===== config.mk =====
export PLATFORM = sky130hd
export DESIGN_NAME = mleir_top
export DESIGN_NICKNAME = d
export VERILOG_FILES = /design/src/hdl/mleir_pkg.sv /design/src/hdl/mleir_irq_chan.sv /design/src/hdl/mleir_top.sv
export VERILOG_INCLUDE_DIRS = /design/src /design/src/hdl
export SDC_FILE = /design/constraint.sdc
export NUM_CORES = 1
export LEC_CHECK = 0
export ABC_AREA = 1
export BUFFER_PORTS_ARGS = -buffer_cell sky130_fd_sc_hd__buf_2
export CORE_UTILIZATION = 54
export DETAILED_ROUTE_END_ITERATION = 8
export PLACE_DENSITY = 0.87
export SETUP_SLACK_MARGIN = 0.5
export SLEW_MARGIN = 20
export SYNTH_ARGS = -nofsm -noshare
export SYNTH_HDL_FRONTEND = slang
export SYNTH_SLANG_ARGS = --single-unit

===== constraint.sdc =====
create_clock -name clk_sys_in -period 0.9 [get_ports clk_sys_in]
set_input_delay 0.045 -clock clk_sys_in [delete_from_list [all_inputs] [get_ports clk_sys_in]]
set_output_delay 0.045 -clock clk_sys_in [all_outputs]
set_load 0.02 [all_outputs]

===== src/hdl/mleir_consts.svh =====
// constants for the mode latch and external interrupt block
// assumes inclusion by bare name from package and modules
`ifndef MLEIR_CONSTS_SVH
`define MLEIR_CONSTS_SVH

`define MLEIR_CLK_PERIOD_NS     5
`define MLEIR_PIN_SWAP_NS       100
`define MLEIR_PIN_SWAP_CYC      ((`MLEIR_PIN_SWAP_NS + `MLEIR_CLK_PERIOD_NS - 1) / `MLEIR_CLK_PERIOD_NS)
`define MLEIR_SWAP_CNT_W        8
`define MLEIR_MODE_LATCH_CYC    1
`define MLEIR_MODE_RST          2'h0
`define MLEIR_TRIG_RST          1'b0

`endif


===== src/hdl/mleir_pkg.sv =====
// types for the mode latch and external interrupt block
// assumes mleir_consts.svh is on the include path
package mleir_pkg;
	`include "mleir_consts.svh"

	typedef enum logic {
		MLEIR_TRIG_LEVEL,
		MLEIR_TRIG_FALL
	} mleir_trig_e;

	typedef struct packed {
		logic mode_b;
		logic mode_a;
	} mleir_mode_s;

	typedef enum logic [1:0] {
		MLEIR_ST_RESET,
		MLEIR_ST_SWAP_WAIT,
		MLEIR_ST_IRQ
	} mleir_phase_e;
endpackage


===== src/hdl/mleir_irq_chan.sv =====
// one external interrupt channel: synchroniser, level or falling-edge detect
// assumes pin is asynchronous to clk_sys_in and active low
`timescale 1ns/100ps
module mleir_irq_chan
	import mleir_pkg::*;
(
	input  wire logic        clk_sys_in,   // system clock
	input  wire logic        rst_b_in,     // synchronised reset, active low
	input  wire logic        pin_b_in,     // raw request pin, active low
	input  wire mleir_trig_e trig_in,      // level or falling edge
	input  wire logic        enable_in,    // pin serves as request
	input  wire logic        ack_in,       // clears edge latch
	output logic             sync_b_out,   // synchronised pin level
	output logic             req_out       // pending request
);
	`include "mleir_consts.svh"

	logic meta_b;
	logic sync_b;
	logic prev_b;
	logic edge_pend;
	logic fall;

	// first stage read only by second
	always_ff @(posedge clk_sys_in or negedge rst_b_in) begin
		if (!rst_b_in) begin
			meta_b <= 1'b1;
			sync_b <= 1'b1;
		end else begin
			meta_b <= pin_b_in;
			sync_b <= meta_b;
		end
	end

	always_ff @(posedge clk_sys_in or negedge rst_b_in) begin
		if (!rst_b_in) begin
			prev_b <= 1'b1;
		end else begin
			prev_b <= sync_b;
		end
	end

	assign fall = prev_b & ~sync_b;

	// set wins over ack clear; disable or level trigger clears first
	always_ff @(posedge clk_sys_in or negedge rst_b_in) begin
		if (!rst_b_in) begin
			edge_pend <= 1'b0;
		end else if (!enable_in || trig_in != MLEIR_TRIG_FALL) begin
			edge_pend <= 1'b0;
		end else if (fall) begin
			edge_pend <= 1'b1;
		end else if (ack_in) begin
			edge_pend <= 1'b0;
		end
	end

	always_ff @(posedge clk_sys_in or negedge rst_b_in) begin
		if (!rst_b_in) begin
			req_out <= 1'b0;
		end else if (!enable_in) begin
			req_out <= 1'b0;
		end else if (trig_in == MLEIR_TRIG_LEVEL) begin
			req_out <= ~sync_b;
		end else begin
			req_out <= (edge_pend & ~ack_in) | fall;
		end
	end

	assign sync_b_out = sync_b;
endmodule


===== src/hdl/mleir_top.sv =====
// mode latch, external interrupt pins and reset release
// assumes core and priority logic sit outside; one clock
`timescale 1ns/100ps
module mleir_top
	import mleir_pkg::*;
(
	input  wire logic        clk_sys_in,      // system clock, 200 MHz
	input  wire logic        rst_b_in,        // hardware reset, active low
	input  wire logic        mode_select_a_in, // pin A, mode / ext_irq_a_b
	input  wire logic        mode_select_b_in, // pin B, mode / ext_irq_b_b
	input  wire mleir_trig_e trig_a_in,       // request A trigger type
	input  wire mleir_trig_e trig_b_in,       // request B trigger type
	input  wire logic        ack_a_in,        // core took request A
	input  wire logic        ack_b_in,        // core took request B
	input  wire logic        mode_wr_in,      // software mode write strobe
	input  wire mleir_mode_s mode_wdata_in,   // software mode value
	input  wire logic        stop_in,         // core enters stop state
	output mleir_mode_s      mode_out,        // current operating mode
	output logic             ext_irq_a_out,   // request A pending
	output logic             ext_irq_b_out,   // request B pending
	output logic             stopped_out,     // core held in stop
	output logic             wake_out,        // stop exit pulse
	output logic             core_rst_b_out,  // internal reset, active low
	output logic             pins_irq_out     // pins serve as requests
);
	`include "mleir_consts.svh"

	localparam logic [`MLEIR_SWAP_CNT_W-1:0] SWAP_CYC  = `MLEIR_SWAP_CNT_W'(`MLEIR_PIN_SWAP_CYC);
	localparam logic [`MLEIR_SWAP_CNT_W-1:0] LATCH_CYC = `MLEIR_SWAP_CNT_W'(`MLEIR_MODE_LATCH_CYC);

	logic                         rst_meta_b;
	logic                         rst_sync_b;
	logic                         rst_seen;
	mleir_phase_e                 phase;
	mleir_phase_e                 next_phase;
	logic [`MLEIR_SWAP_CNT_W-1:0] swap_cnt;
	logic                         pins_irq;
	logic                         sync_a_b;
	logic                         sync_b_b;
	logic                         irq_a;
	logic                         irq_b;

	// reset release synchronised to the clock
	always_ff @(posedge clk_sys_in or negedge rst_b_in) begin
		if (!rst_b_in) begin
			rst_meta_b <= 1'b0;
			rst_sync_b <= 1'b0;
		end else begin
			rst_meta_b <= 1'b1;
			rst_sync_b <= rst_meta_b;
		end
	end

	assign core_rst_b_out = rst_sync_b;

	// reset exit phase sequence
	always_comb begin
		next_phase = phase;
		case (phase)
			MLEIR_ST_RESET: begin
				next_phase = MLEIR_ST_SWAP_WAIT;
			end
			MLEIR_ST_SWAP_WAIT: begin
				if (swap_cnt == SWAP_CYC) begin
					next_phase = MLEIR_ST_IRQ;
				end
			end
			MLEIR_ST_IRQ: begin
				next_phase = MLEIR_ST_IRQ;
			end
			default: begin
				next_phase = MLEIR_ST_RESET;
			end
		endcase
	end

	always_ff @(posedge clk_sys_in or negedge rst_sync_b) begin
		if (!rst_sync_b) begin
			phase <= MLEIR_ST_RESET;
		end else begin
			phase <= next_phase;
		end
	end

	always_ff @(posedge clk_sys_in or negedge rst_sync_b) begin
		if (!rst_sync_b) begin
			swap_cnt <= '0;
		end else if (phase == MLEIR_ST_SWAP_WAIT && swap_cnt != SWAP_CYC) begin
			swap_cnt <= swap_cnt + `MLEIR_SWAP_CNT_W'(1);
		end
	end

	assign pins_irq     = (phase == MLEIR_ST_IRQ);
	assign pins_irq_out = pins_irq;

	// mode latch; waits until both synchroniser stages hold pin levels,
	// software may overwrite later
	always_ff @(posedge clk_sys_in or negedge rst_sync_b) begin
		if (!rst_sync_b) begin
			mode_out <= `MLEIR_MODE_RST;
		end else if (phase == MLEIR_ST_SWAP_WAIT && swap_cnt == LATCH_CYC) begin
			mode_out.mode_a <= sync_a_b;
			mode_out.mode_b <= sync_b_b;
		end else if (mode_wr_in) begin
			mode_out <= mode_wdata_in;
		end
	end

	// channel A: synchroniser plus trigger select
	mleir_irq_chan u_chan_a (
		.clk_sys_in (clk_sys_in),
		.rst_b_in   (rst_sync_b),
		.pin_b_in   (mode_select_a_in),
		.trig_in    (trig_a_in),
		.enable_in  (pins_irq),
		.ack_in     (ack_a_in),
		.sync_b_out (sync_a_b),
		.req_out    (irq_a)
	);

	// channel B, independent trigger select
	mleir_irq_chan u_chan_b (
		.clk_sys_in (clk_sys_in),
		.rst_b_in   (rst_sync_b),
		.pin_b_in   (mode_select_b_in),
		.trig_in    (trig_b_in),
		.enable_in  (pins_irq),
		.ack_in     (ack_b_in),
		.sync_b_out (sync_b_b),
		.req_out    (irq_b)
	);

	assign ext_irq_a_out = irq_a;
	assign ext_irq_b_out = irq_b;

	// stop state: request A wakes the core; wake wins over stop entry
	always_ff @(posedge clk_sys_in or negedge rst_sync_b) begin
		if (!rst_sync_b) begin
			stopped_out <= 1'b0;
			wake_out    <= 1'b0;
		end else if (stopped_out && irq_a) begin
			stopped_out <= 1'b0;
			wake_out    <= 1'b1;
		end else begin
			wake_out <= 1'b0;
			if (stop_in) begin
				stopped_out <= 1'b1;
			end
		end
	end
endmodule


==> run_summary.xml, run 1 <==
<?xml version="1.0" encoding="UTF-8"?>
<metrics>
  <group name="outcome">
    <metric name="status" unit="">finished, violations left</metric>
    <metric name="failing_checks" unit="">hold timing, setup timing</metric>
  </group>
  <group name="timing">
    <metric name="min_period_over_period" unit="">1.59</metric>
    <metric name="hold_slack" unit="ns">-0.0409</metric>
    <metric name="final_period_minus_worst_setup_slack" unit="ns">1.43</metric>
    <metric name="setup_ws" unit="ns">-0.532</metric>
    <metric name="totalNegativeSetupSlack" unit="ns">-8.37</metric>
    <metric name="finalMaxSlewViolations" unit="">0</metric>
    <metric name="rsz_0062_raised_after_global_routing" unit="">yes</metric>
    <metric name="max_freq" unit="GHz">0.698</metric>
    <metric name="finalHoldViolCount" unit="">2</metric>
    <metric name="timing.final.setup_violations" unit="">24</metric>
    <metric name="clock-skew-final" unit="ns">0.0119</metric>
  </group>
  <group name="yosys">
    <metric name="synthesized_instance_count" unit="">149</metric>
    <metric name="synthesized_net_count" unit="">167</metric>
    <metric name="synth.yosys.warnings" unit="">0</metric>
    <metric name="synthMuxAreaShare" unit="">0</metric>
    <metric name="synth_xor_xnor_area_share" unit="">0.0209</metric>
    <metric name="post_synth_instance_area" unit="µm²">1260</metric>
    <metric name="post-synth-top-area-fraction" unit="">0.397</metric>
    <metric name="synthesis.area_per_instance" unit="µm²">8.46</metric>
    <metric name="post_synth_main_area_contributors" unit="">dfrtp_1 (40%), nand2_1 (17%), dfstp_2 (13%)</metric>
    <metric name="synth-seq-area-share" unit="">0.522</metric>
    <metric name="largest_family_of_logic_cells_by_synthesized_area" unit="">simple AND/OR/NAND/NOR gates</metric>
    <metric name="yosys.area_share.adder" unit="">0.0596</metric>
    <metric name="synthDistinctLibCells" unit="">22</metric>
    <metric name="ys_seq_elements" unit="">26</metric>
    <metric name="post-synth-top-area-cell" unit="">dfrtp_1</metric>
    <metric name="synth_compound_gate_area_share" unit="">0.0218</metric>
    <metric name="simple_gate_fraction_of_synth_area" unit="">0.295</metric>
  </group>
  <group name="final_layout">
    <metric name="final_non_filler_cell_total" unit="">236</metric>
    <metric name="postLayoutCellArea" unit="µm²">2060</metric>
    <metric name="area_growth_from_synthesis_to_final_layout" unit="%">63.5</metric>
    <metric name="post_route_cells_drive_above_1_share" unit="">0.536</metric>
    <metric name="finalNetCount" unit="">226</metric>
    <metric name="mostFrequentLayoutCells" unit="">nand2_1 (45), buf_4 (19), buf_6 (15)</metric>
    <metric name="final_common_cell" unit="">nand2_1</metric>
  </group>
  <group name="global_routing">
    <metric name="first_global_vias" unit="">1291</metric>
    <metric name="grt_remaining_overflow" unit="">0</metric>
    <metric name="globalRouteTotalUtil" unit="">0.356</metric>
    <metric name="grt_max_degree" unit="">16</metric>
    <metric name="antenna_violations_before_repair" unit="">0</metric>
    <metric name="grt_pass1_wl" unit="µm">6420</metric>
  </group>
  <group name="route">
    <metric name="route.detailed.wl_per_inst" unit="µm">21.6</metric>
    <metric name="detail_route.iter0.violations" unit="">124</metric>
    <metric name="drc" unit="">0</metric>
    <metric name="routed_wl" unit="µm">5090</metric>
    <metric name="antenna_violation_net_count_after_detailed_routing" unit="">0</metric>
    <metric name="drt_pre_antenna_iters" unit="">5</metric>
    <metric name="detail_route.vias_per_cell" unit="">5.97</metric>
    <metric name="detailroute.via_count" unit="">1408</metric>
  </group>
  <group name="hold_path">
    <metric name="min_path_type" unit="">in -&gt; reg</metric>
  </group>
  <group name="power">
    <metric name="netSwitchingFraction" unit="">0.242</metric>
    <metric name="power.share.combinational" unit="">0.140</metric>
    <metric name="power.static_leakage" unit="nW">1.03</metric>
    <metric name="reg_power_frac" unit="">0.520</metric>
    <metric name="clkPwrFrac" unit="">0.340</metric>
    <metric name="cellInternalPower" unit="W">0.00186</metric>
    <metric name="switching_power" unit="W">0.000596</metric>
    <metric name="post-layout-total-power" unit="W">0.00246</metric>
    <metric name="pwr_density_cell" unit="nW/µm²">1190</metric>
    <metric name="ir_worst_vdd" unit="µV">1460</metric>
  </group>
  <group name="clock_tree">
    <metric name="cts.htree.levels" unit="">1</metric>
    <metric name="tritoncts_num_sinks" unit="">26</metric>
    <metric name="tritoncts_clock_tree" unit="">yes</metric>
    <metric name="clockRootBuffer" unit="">clkbuf_4</metric>
    <metric name="clock_insertion_delay_worst_skew" unit="ns">0.34</metric>
    <metric name="clockBufferDepth" unit="">2</metric>
    <metric name="cts-buffers-inserted" unit="">3</metric>
    <metric name="clk_pin_slew" unit="ns">0.16</metric>
  </group>
  <group name="place">
    <metric name="place.detailed.instances" unit="">213</metric>
    <metric name="gp_congestion" unit="">0.831</metric>
    <metric name="post-dp-hpwl" unit="µm">1960</metric>
    <metric name="postPlaceCellArea" unit="µm²">1550</metric>
    <metric name="place.port_buffers" unit="">19</metric>
  </group>
  <group name="critical_path">
    <metric name="worstSetupPathType" unit="">reg -&gt; reg</metric>
    <metric name="worstSetupStartpointType" unit="">register</metric>
    <metric name="crit_path_cell_trace" unit="">inv_2, ha_4, nand2_4, inv_4, nand2_8, nor2_4, nor2_4, nand2_2, nand2_2</metric>
    <metric name="timing.reg2reg.worst_path_depth" unit="">9</metric>
    <metric name="worst_ep_required_time" unit="ns">1.15</metric>
    <metric name="endpoint_kind" unit="">register</metric>
    <metric name="crit_end" unit="">swap_cnt[3]</metric>
    <metric name="cp.arrival" unit="ns">1.68</metric>
    <metric name="slowest_cell_on_crit_path" unit="">dfrtp_1</metric>
    <metric name="path_max_fanout" unit="">5</metric>
    <metric name="critical_path_source" unit="">swap_cnt[1]</metric>
    <metric name="rrSetupSlack" unit="ns">-0.53</metric>
    <metric name="cp.buffers_inverters" unit="">2</metric>
    <metric name="critical-path-max-stage-delay" unit="ns">0.44</metric>
    <metric name="worstReg2RegStart" unit="">swap_cnt[1]</metric>
    <metric name="cp.depth" unit="">9</metric>
    <metric name="critical_path.top_delay_family" unit="">simple AND/OR/NAND/NOR gates</metric>
    <metric name="rr_endpoint" unit="">swap_cnt[3]</metric>
  </group>
  <group name="floorplan">
    <metric name="row_count" unit="">17</metric>
    <metric name="num_io_pins" unit="">20</metric>
    <metric name="die_width" unit="µm">50.3</metric>
    <metric name="starting_density_of_the_core" unit="">0.570</metric>
    <metric name="die_area" unit="µm²">2530</metric>
    <metric name="fp.coreArea" unit="µm²">2210</metric>
    <metric name="die_h" unit="µm">50.3</metric>
  </group>
  <group name="job">
    <metric name="max_cap_viols" unit="">0</metric>
  </group>
</metrics>
[metrics by stage]
| stage | hold WS, ns | worst slack (ns) | util |
|---|---|---|---|
| 2_1_floorplan | -0.251 | -0.308 | - |
| 3_3_place_gp | -0.170 | -0.363 | 0.701 |
| 3_5_place_dp | -0.170 | -0.428 | 0.701 |
| 4_1_cts | -0.205 | -0.408 | 0.837 |
| 5_1_grt | -0.0516 | -0.602 | 0.930 |
| 6_report | -0.0409 | -0.532 | 0.931 |
[logic make-up after synthesis]
kind of cell / Yosys count
AND/OR/NAND/NOR: 86
flip-flops: 26
buffers and inverters: 24
adder cells (fa/ha/maj): 6
AO/OA/AOI/OAI: 3
XOR/XNOR: 3
other: 1
[registers in the layout, indices dropped and copies added, names as in the netlist]
register             count
u_chan_a.sync_b_out      1
wake_out                 1
u_chan_b.sync_b_out      1
u_chan_b.meta_b          1
u_chan_a.edge_pend       1
u_chan_b.edge_pend       1
u_chan_b.req_out         1
stopped_out              1
u_chan_a.prev_b          1
rst_meta_b               1
mode_out                 2
u_chan_b.prev_b          1
phase                    2
swap_cnt                 8
u_chan_a.meta_b          1
u_chan_a.req_out         1
core_rst_b_out           1
[what timing repair did]
action                     4_1_cts  5_1_grt
setup endpoints to repair       55       55
pin swaps                       15        8
gates cloned                     3        2
buffers inserted                 6        4
hold buffers                     1        2
hold endpoints to repair         8        6
resized for setup               45       32
[synth_stat cells (all sizes together)]
| master | instances |
|---|---|
| nand2 | 59 |
| inv | 22 |
| dfrtp | 20 |
| nand3 | 12 |
| nor2 | 12 |
| dfstp | 6 |
| ha | 6 |
| xor2 | 3 |
| o21ai | 2 |
| buf | 1 |
| clkinv | 1 |
| conb | 1 |
| nor3 | 1 |
| o22ai | 1 |
| or2 | 1 |
| or3 | 1 |
[worst min-delay path by stage]
stage	from	end	slack, ns	depth (start not counted)
global route	stop_in	stopped_out	-0.05	3
floorplan	rst_b_in	rst_meta_b	-0.25	0
global placement	rst_b_in	rst_meta_b	-0.17	1
detailed placement	rst_b_in	rst_meta_b	-0.17	1
CTS	mode_select_a_in	u_chan_a.meta_b	-0.20	1
finish	stop_in	stopped_out	-0.04	3
[power groups by stage]
stage,registers [W],clock network [W],logic [W]
after floorplan,0.00133,0,0.0000421
after global placement,0.00128,0,0.000169
after detailed placement,0.00128,0,0.000180
after CTS,0.00127,0.000821,0.000260
after global routing,0.00128,0.000863,0.000360
final,0.00128,0.000837,0.000344
[worst min-delay path, cell delays in order]
cell,delay [ns]
buf_2,0.08
nor2_1,0.06
nor2_4,0.08
[metal layers]
metal  GRT usage  up-vias  share of wire
li1            -      567              -
met1       0.434      659           0.33
met2       0.573      141           0.48
met3      0.0485       41           0.11
met4       0.259        0          0.076
met5           0        -              0
[layout make-up]
class	count	area [µm²]
multi-input cells	101	698
well taps	28	35.0
clock buffers	3	22.5
flip-flops and latches	26	671
fillers	74	153
repair buffers	53	509
clock inverters	1	30.0
inverters	23	91.3
diodes	1	2.50
No activity file was read; power rests on OpenSTA's default activity.
==> inputs of run 2 (changes only) <==
==> constraint.sdc (replaced) <==
create_clock -name clk_sys_in -period 0.9 [get_ports clk_sys_in]
set_input_delay 0.045 -clock clk_sys_in [delete_from_list [all_inputs] [get_ports clk_sys_in]]
set_output_delay 0.045 -clock clk_sys_in [all_outputs]
set_load 0.05 [all_outputs]
==> run_summary.xml, run 2 (same netlist as run 1, synthesis figures left out) <==
<?xml version="1.0" encoding="UTF-8"?>
<metrics>
  <group name="outcome">
    <metric name="status" unit="">finished, violations left</metric>
    <metric name="failing_checks" unit="">hold timing, setup timing</metric>
  </group>
  <group name="clock_tree">
    <metric name="clockBufferDepth" unit="">2</metric>
    <metric name="tritoncts_num_sinks" unit="">26</metric>
    <metric name="clockRootBuffer" unit="">clkbuf_4</metric>
    <metric name="clock_insertion_delay_worst_skew" unit="ns">0.32</metric>
    <metric name="cts-buffers-inserted" unit="">3</metric>
    <metric name="tritoncts_clock_tree" unit="">yes</metric>
    <metric name="cts.htree.levels" unit="">1</metric>
    <metric name="clk_pin_slew" unit="ns">0.15</metric>
  </group>
  <group name="critical_path">
    <metric name="endpoint_kind" unit="">register</metric>
    <metric name="worst_ep_required_time" unit="ns">1.18</metric>
    <metric name="worstSetupStartpointType" unit="">register</metric>
    <metric name="worstSetupPathType" unit="">reg -&gt; reg</metric>
    <metric name="path_max_fanout" unit="">4</metric>
    <metric name="rr_endpoint" unit="">swap_cnt[4]</metric>
    <metric name="cp.arrival" unit="ns">1.75</metric>
    <metric name="worstReg2RegStart" unit="">swap_cnt[0]</metric>
    <metric name="timing.reg2reg.worst_path_depth" unit="">6</metric>
    <metric name="rrSetupSlack" unit="ns">-0.57</metric>
  </group>
  <group name="timing">
    <metric name="max_freq" unit="GHz">0.681</metric>
    <metric name="hold_slack" unit="ns">-0.0265</metric>
    <metric name="final_period_minus_worst_setup_slack" unit="ns">1.47</metric>
    <metric name="rsz_0062_raised_after_global_routing" unit="">yes</metric>
    <metric name="timing.final.setup_violations" unit="">24</metric>
    <metric name="finalHoldViolCount" unit="">5</metric>
    <metric name="setup_ws" unit="ns">-0.569</metric>
    <metric name="clock-skew-final" unit="ns">0.00467</metric>
    <metric name="finalMaxSlewViolations" unit="">0</metric>
    <metric name="min_period_over_period" unit="">1.63</metric>
  </group>
  <group name="floorplan">
    <metric name="row_count" unit="">17</metric>
    <metric name="num_io_pins" unit="">20</metric>
    <metric name="die_area" unit="µm²">2530</metric>
    <metric name="fp.coreArea" unit="µm²">2210</metric>
    <metric name="die_h" unit="µm">50.3</metric>
    <metric name="starting_density_of_the_core" unit="">0.570</metric>
    <metric name="die_width" unit="µm">50.3</metric>
  </group>
  <group name="place">
    <metric name="gp_congestion" unit="">0.852</metric>
    <metric name="post-dp-hpwl" unit="µm">2020</metric>
    <metric name="place.detailed.instances" unit="">212</metric>
    <metric name="place.port_buffers" unit="">19</metric>
  </group>
  <group name="route">
    <metric name="routed_wl" unit="µm">4650</metric>
    <metric name="detail_route.iter0.violations" unit="">113</metric>
    <metric name="route.detailed.wl_per_inst" unit="µm">20.0</metric>
    <metric name="antenna_violation_net_count_after_detailed_routing" unit="">0</metric>
    <metric name="drc" unit="">0</metric>
    <metric name="detailroute.via_count" unit="">1362</metric>
    <metric name="detail_route.vias_per_cell" unit="">5.87</metric>
    <metric name="drt_pre_antenna_iters" unit="">4</metric>
  </group>
  <group name="final_layout">
    <metric name="post_route_cells_drive_above_1_share" unit="">0.495</metric>
    <metric name="largest_register_ff_count" unit="">8</metric>
    <metric name="area_growth_from_synthesis_to_final_layout" unit="%">55.0</metric>
    <metric name="final_non_filler_cell_total" unit="">232</metric>
    <metric name="mostFrequentLayoutCells" unit="">nand2_1 (52), buf_4 (20), inv_1 (13), dfrtp_1 (13)</metric>
    <metric name="insertedDiodeCount" unit="">0</metric>
    <metric name="largest_registers" unit="">swap_cnt: 8 flops, mode_out: 2 flops, phase: 2 flops</metric>
    <metric name="final_common_cell" unit="">nand2_1</metric>
    <metric name="largest_register_by_flop_count" unit="">swap_cnt</metric>
    <metric name="finalNetCount" unit="">223</metric>
  </group>
  <group name="global_routing">
    <metric name="grt_pass1_wl" unit="µm">6350</metric>
    <metric name="first_global_vias" unit="">1342</metric>
    <metric name="antenna_violations_before_repair" unit="">0</metric>
    <metric name="grt_max_degree" unit="">16</metric>
    <metric name="grt_remaining_overflow" unit="">0</metric>
    <metric name="globalRouteTotalUtil" unit="">0.353</metric>
  </group>
  <group name="power">
    <metric name="ir_worst_vdd" unit="µV">1370</metric>
    <metric name="power.static_leakage" unit="nW">0.980</metric>
    <metric name="pwr_density_cell" unit="nW/µm²">1290</metric>
  </group>
  <group name="job">
    <metric name="max_cap_viols" unit="">0</metric>
  </group>
  <group name="hold_path">
    <metric name="min_path_type" unit="">in -&gt; reg</metric>
    <metric name="hold_depth" unit="">3</metric>
    <metric name="timing.hold.worst.start" unit="">trig_a_in</metric>
    <metric name="hold_path_end" unit="">u_chan_a.edge_pend</metric>
  </group>
</metrics>
run 2: worst max-delay path, cell delays in order, from the launching register on:
cell     delay (ns)
dfrtp_1        0.44
buf_4          0.14
ha_2           0.25
nand3_1        0.16
xor2_1         0.28
nand2_1        0.10
nand2_1        0.06
run 2: power by group:
part / switching [W] / leakage (nW) / internal, W / total, W
Sequential: 0.0000383 / 0.303 / 0.00124 / 0.00127
Clock: 0.000374 / 0.0279 / 0.000450 / 0.000824
Combinational: 0.000231 / 0.649 / 0.000183 / 0.000413
Total: 0.000643 / 0.980 / 0.00187 / 0.00251
run 2: how the worst max path moves through the flow:
stage / from / endpoint / slack, ns / depth (start not counted)
after floorplan: swap_cnt[0] / phase[0] / -0.31 / 9
after global placement: swap_cnt[0] / phase[1] / -0.37 / 9
after detailed placement: swap_cnt[0] / phase[0] / -0.44 / 9
after CTS: swap_cnt[1] / phase[0] / -0.41 / 9
after global routing: swap_cnt[0] / swap_cnt[4] / -0.65 / 6
final: swap_cnt[0] / swap_cnt[4] / -0.57 / 6
run 2: cell type report:
cell class | count | area (µm²)
clock buffers | 3 | 22.5
flip-flops and latches | 26 | 669
well taps | 28 | 35.0
repair buffers | 50 | 462
fillers | 99 | 259
clock inverters | 1 | 30.0
multi-input cells | 101 | 647
inverters | 23 | 87.6
run 2: timing repair:
action | in CTS | in global routing
hold endpoints to repair | 8 | 8
gates cloned | 3 | 1
buffers inserted | 4 | 5
gates resized for setup | 34 | 15
hold buffers | 1 | 2
setup endpoints to repair | 55 | 55
pin swaps | 9 | 7
run 2: stage by stage:
| step | util | setup TNS [ns] | area (µm²) | setup WS, ns | power, W |
|---|---|---|---|---|---|
| 2_1_floorplan | - | -4.28 | 1330 | -0.310 | 0.00145 |
| 3_3_place_gp | 0.711 | -4.59 | 1570 | -0.368 | 0.00152 |
| 3_5_place_dp | 0.711 | -5.56 | 1570 | -0.440 | 0.00154 |
| 4_1_cts | 0.820 | -6.21 | 1810 | -0.411 | 0.00243 |
| 5_1_grt | 0.883 | -8.48 | 1950 | -0.654 | 0.00256 |
| 6_report | 0.883 | -7.81 | 1950 | -0.569 | 0.00251 |
run 2: layer usage:
layer / wire (µm) / global-route usage / vias up
met5: 0 / 0 / -
met4: 340 / 0.255 / 0
met3: 423 / 0.0364 / 44
met2: 2240 / 0.607 / 130
met1: 1640 / 0.405 / 629
li1: - / - / 559
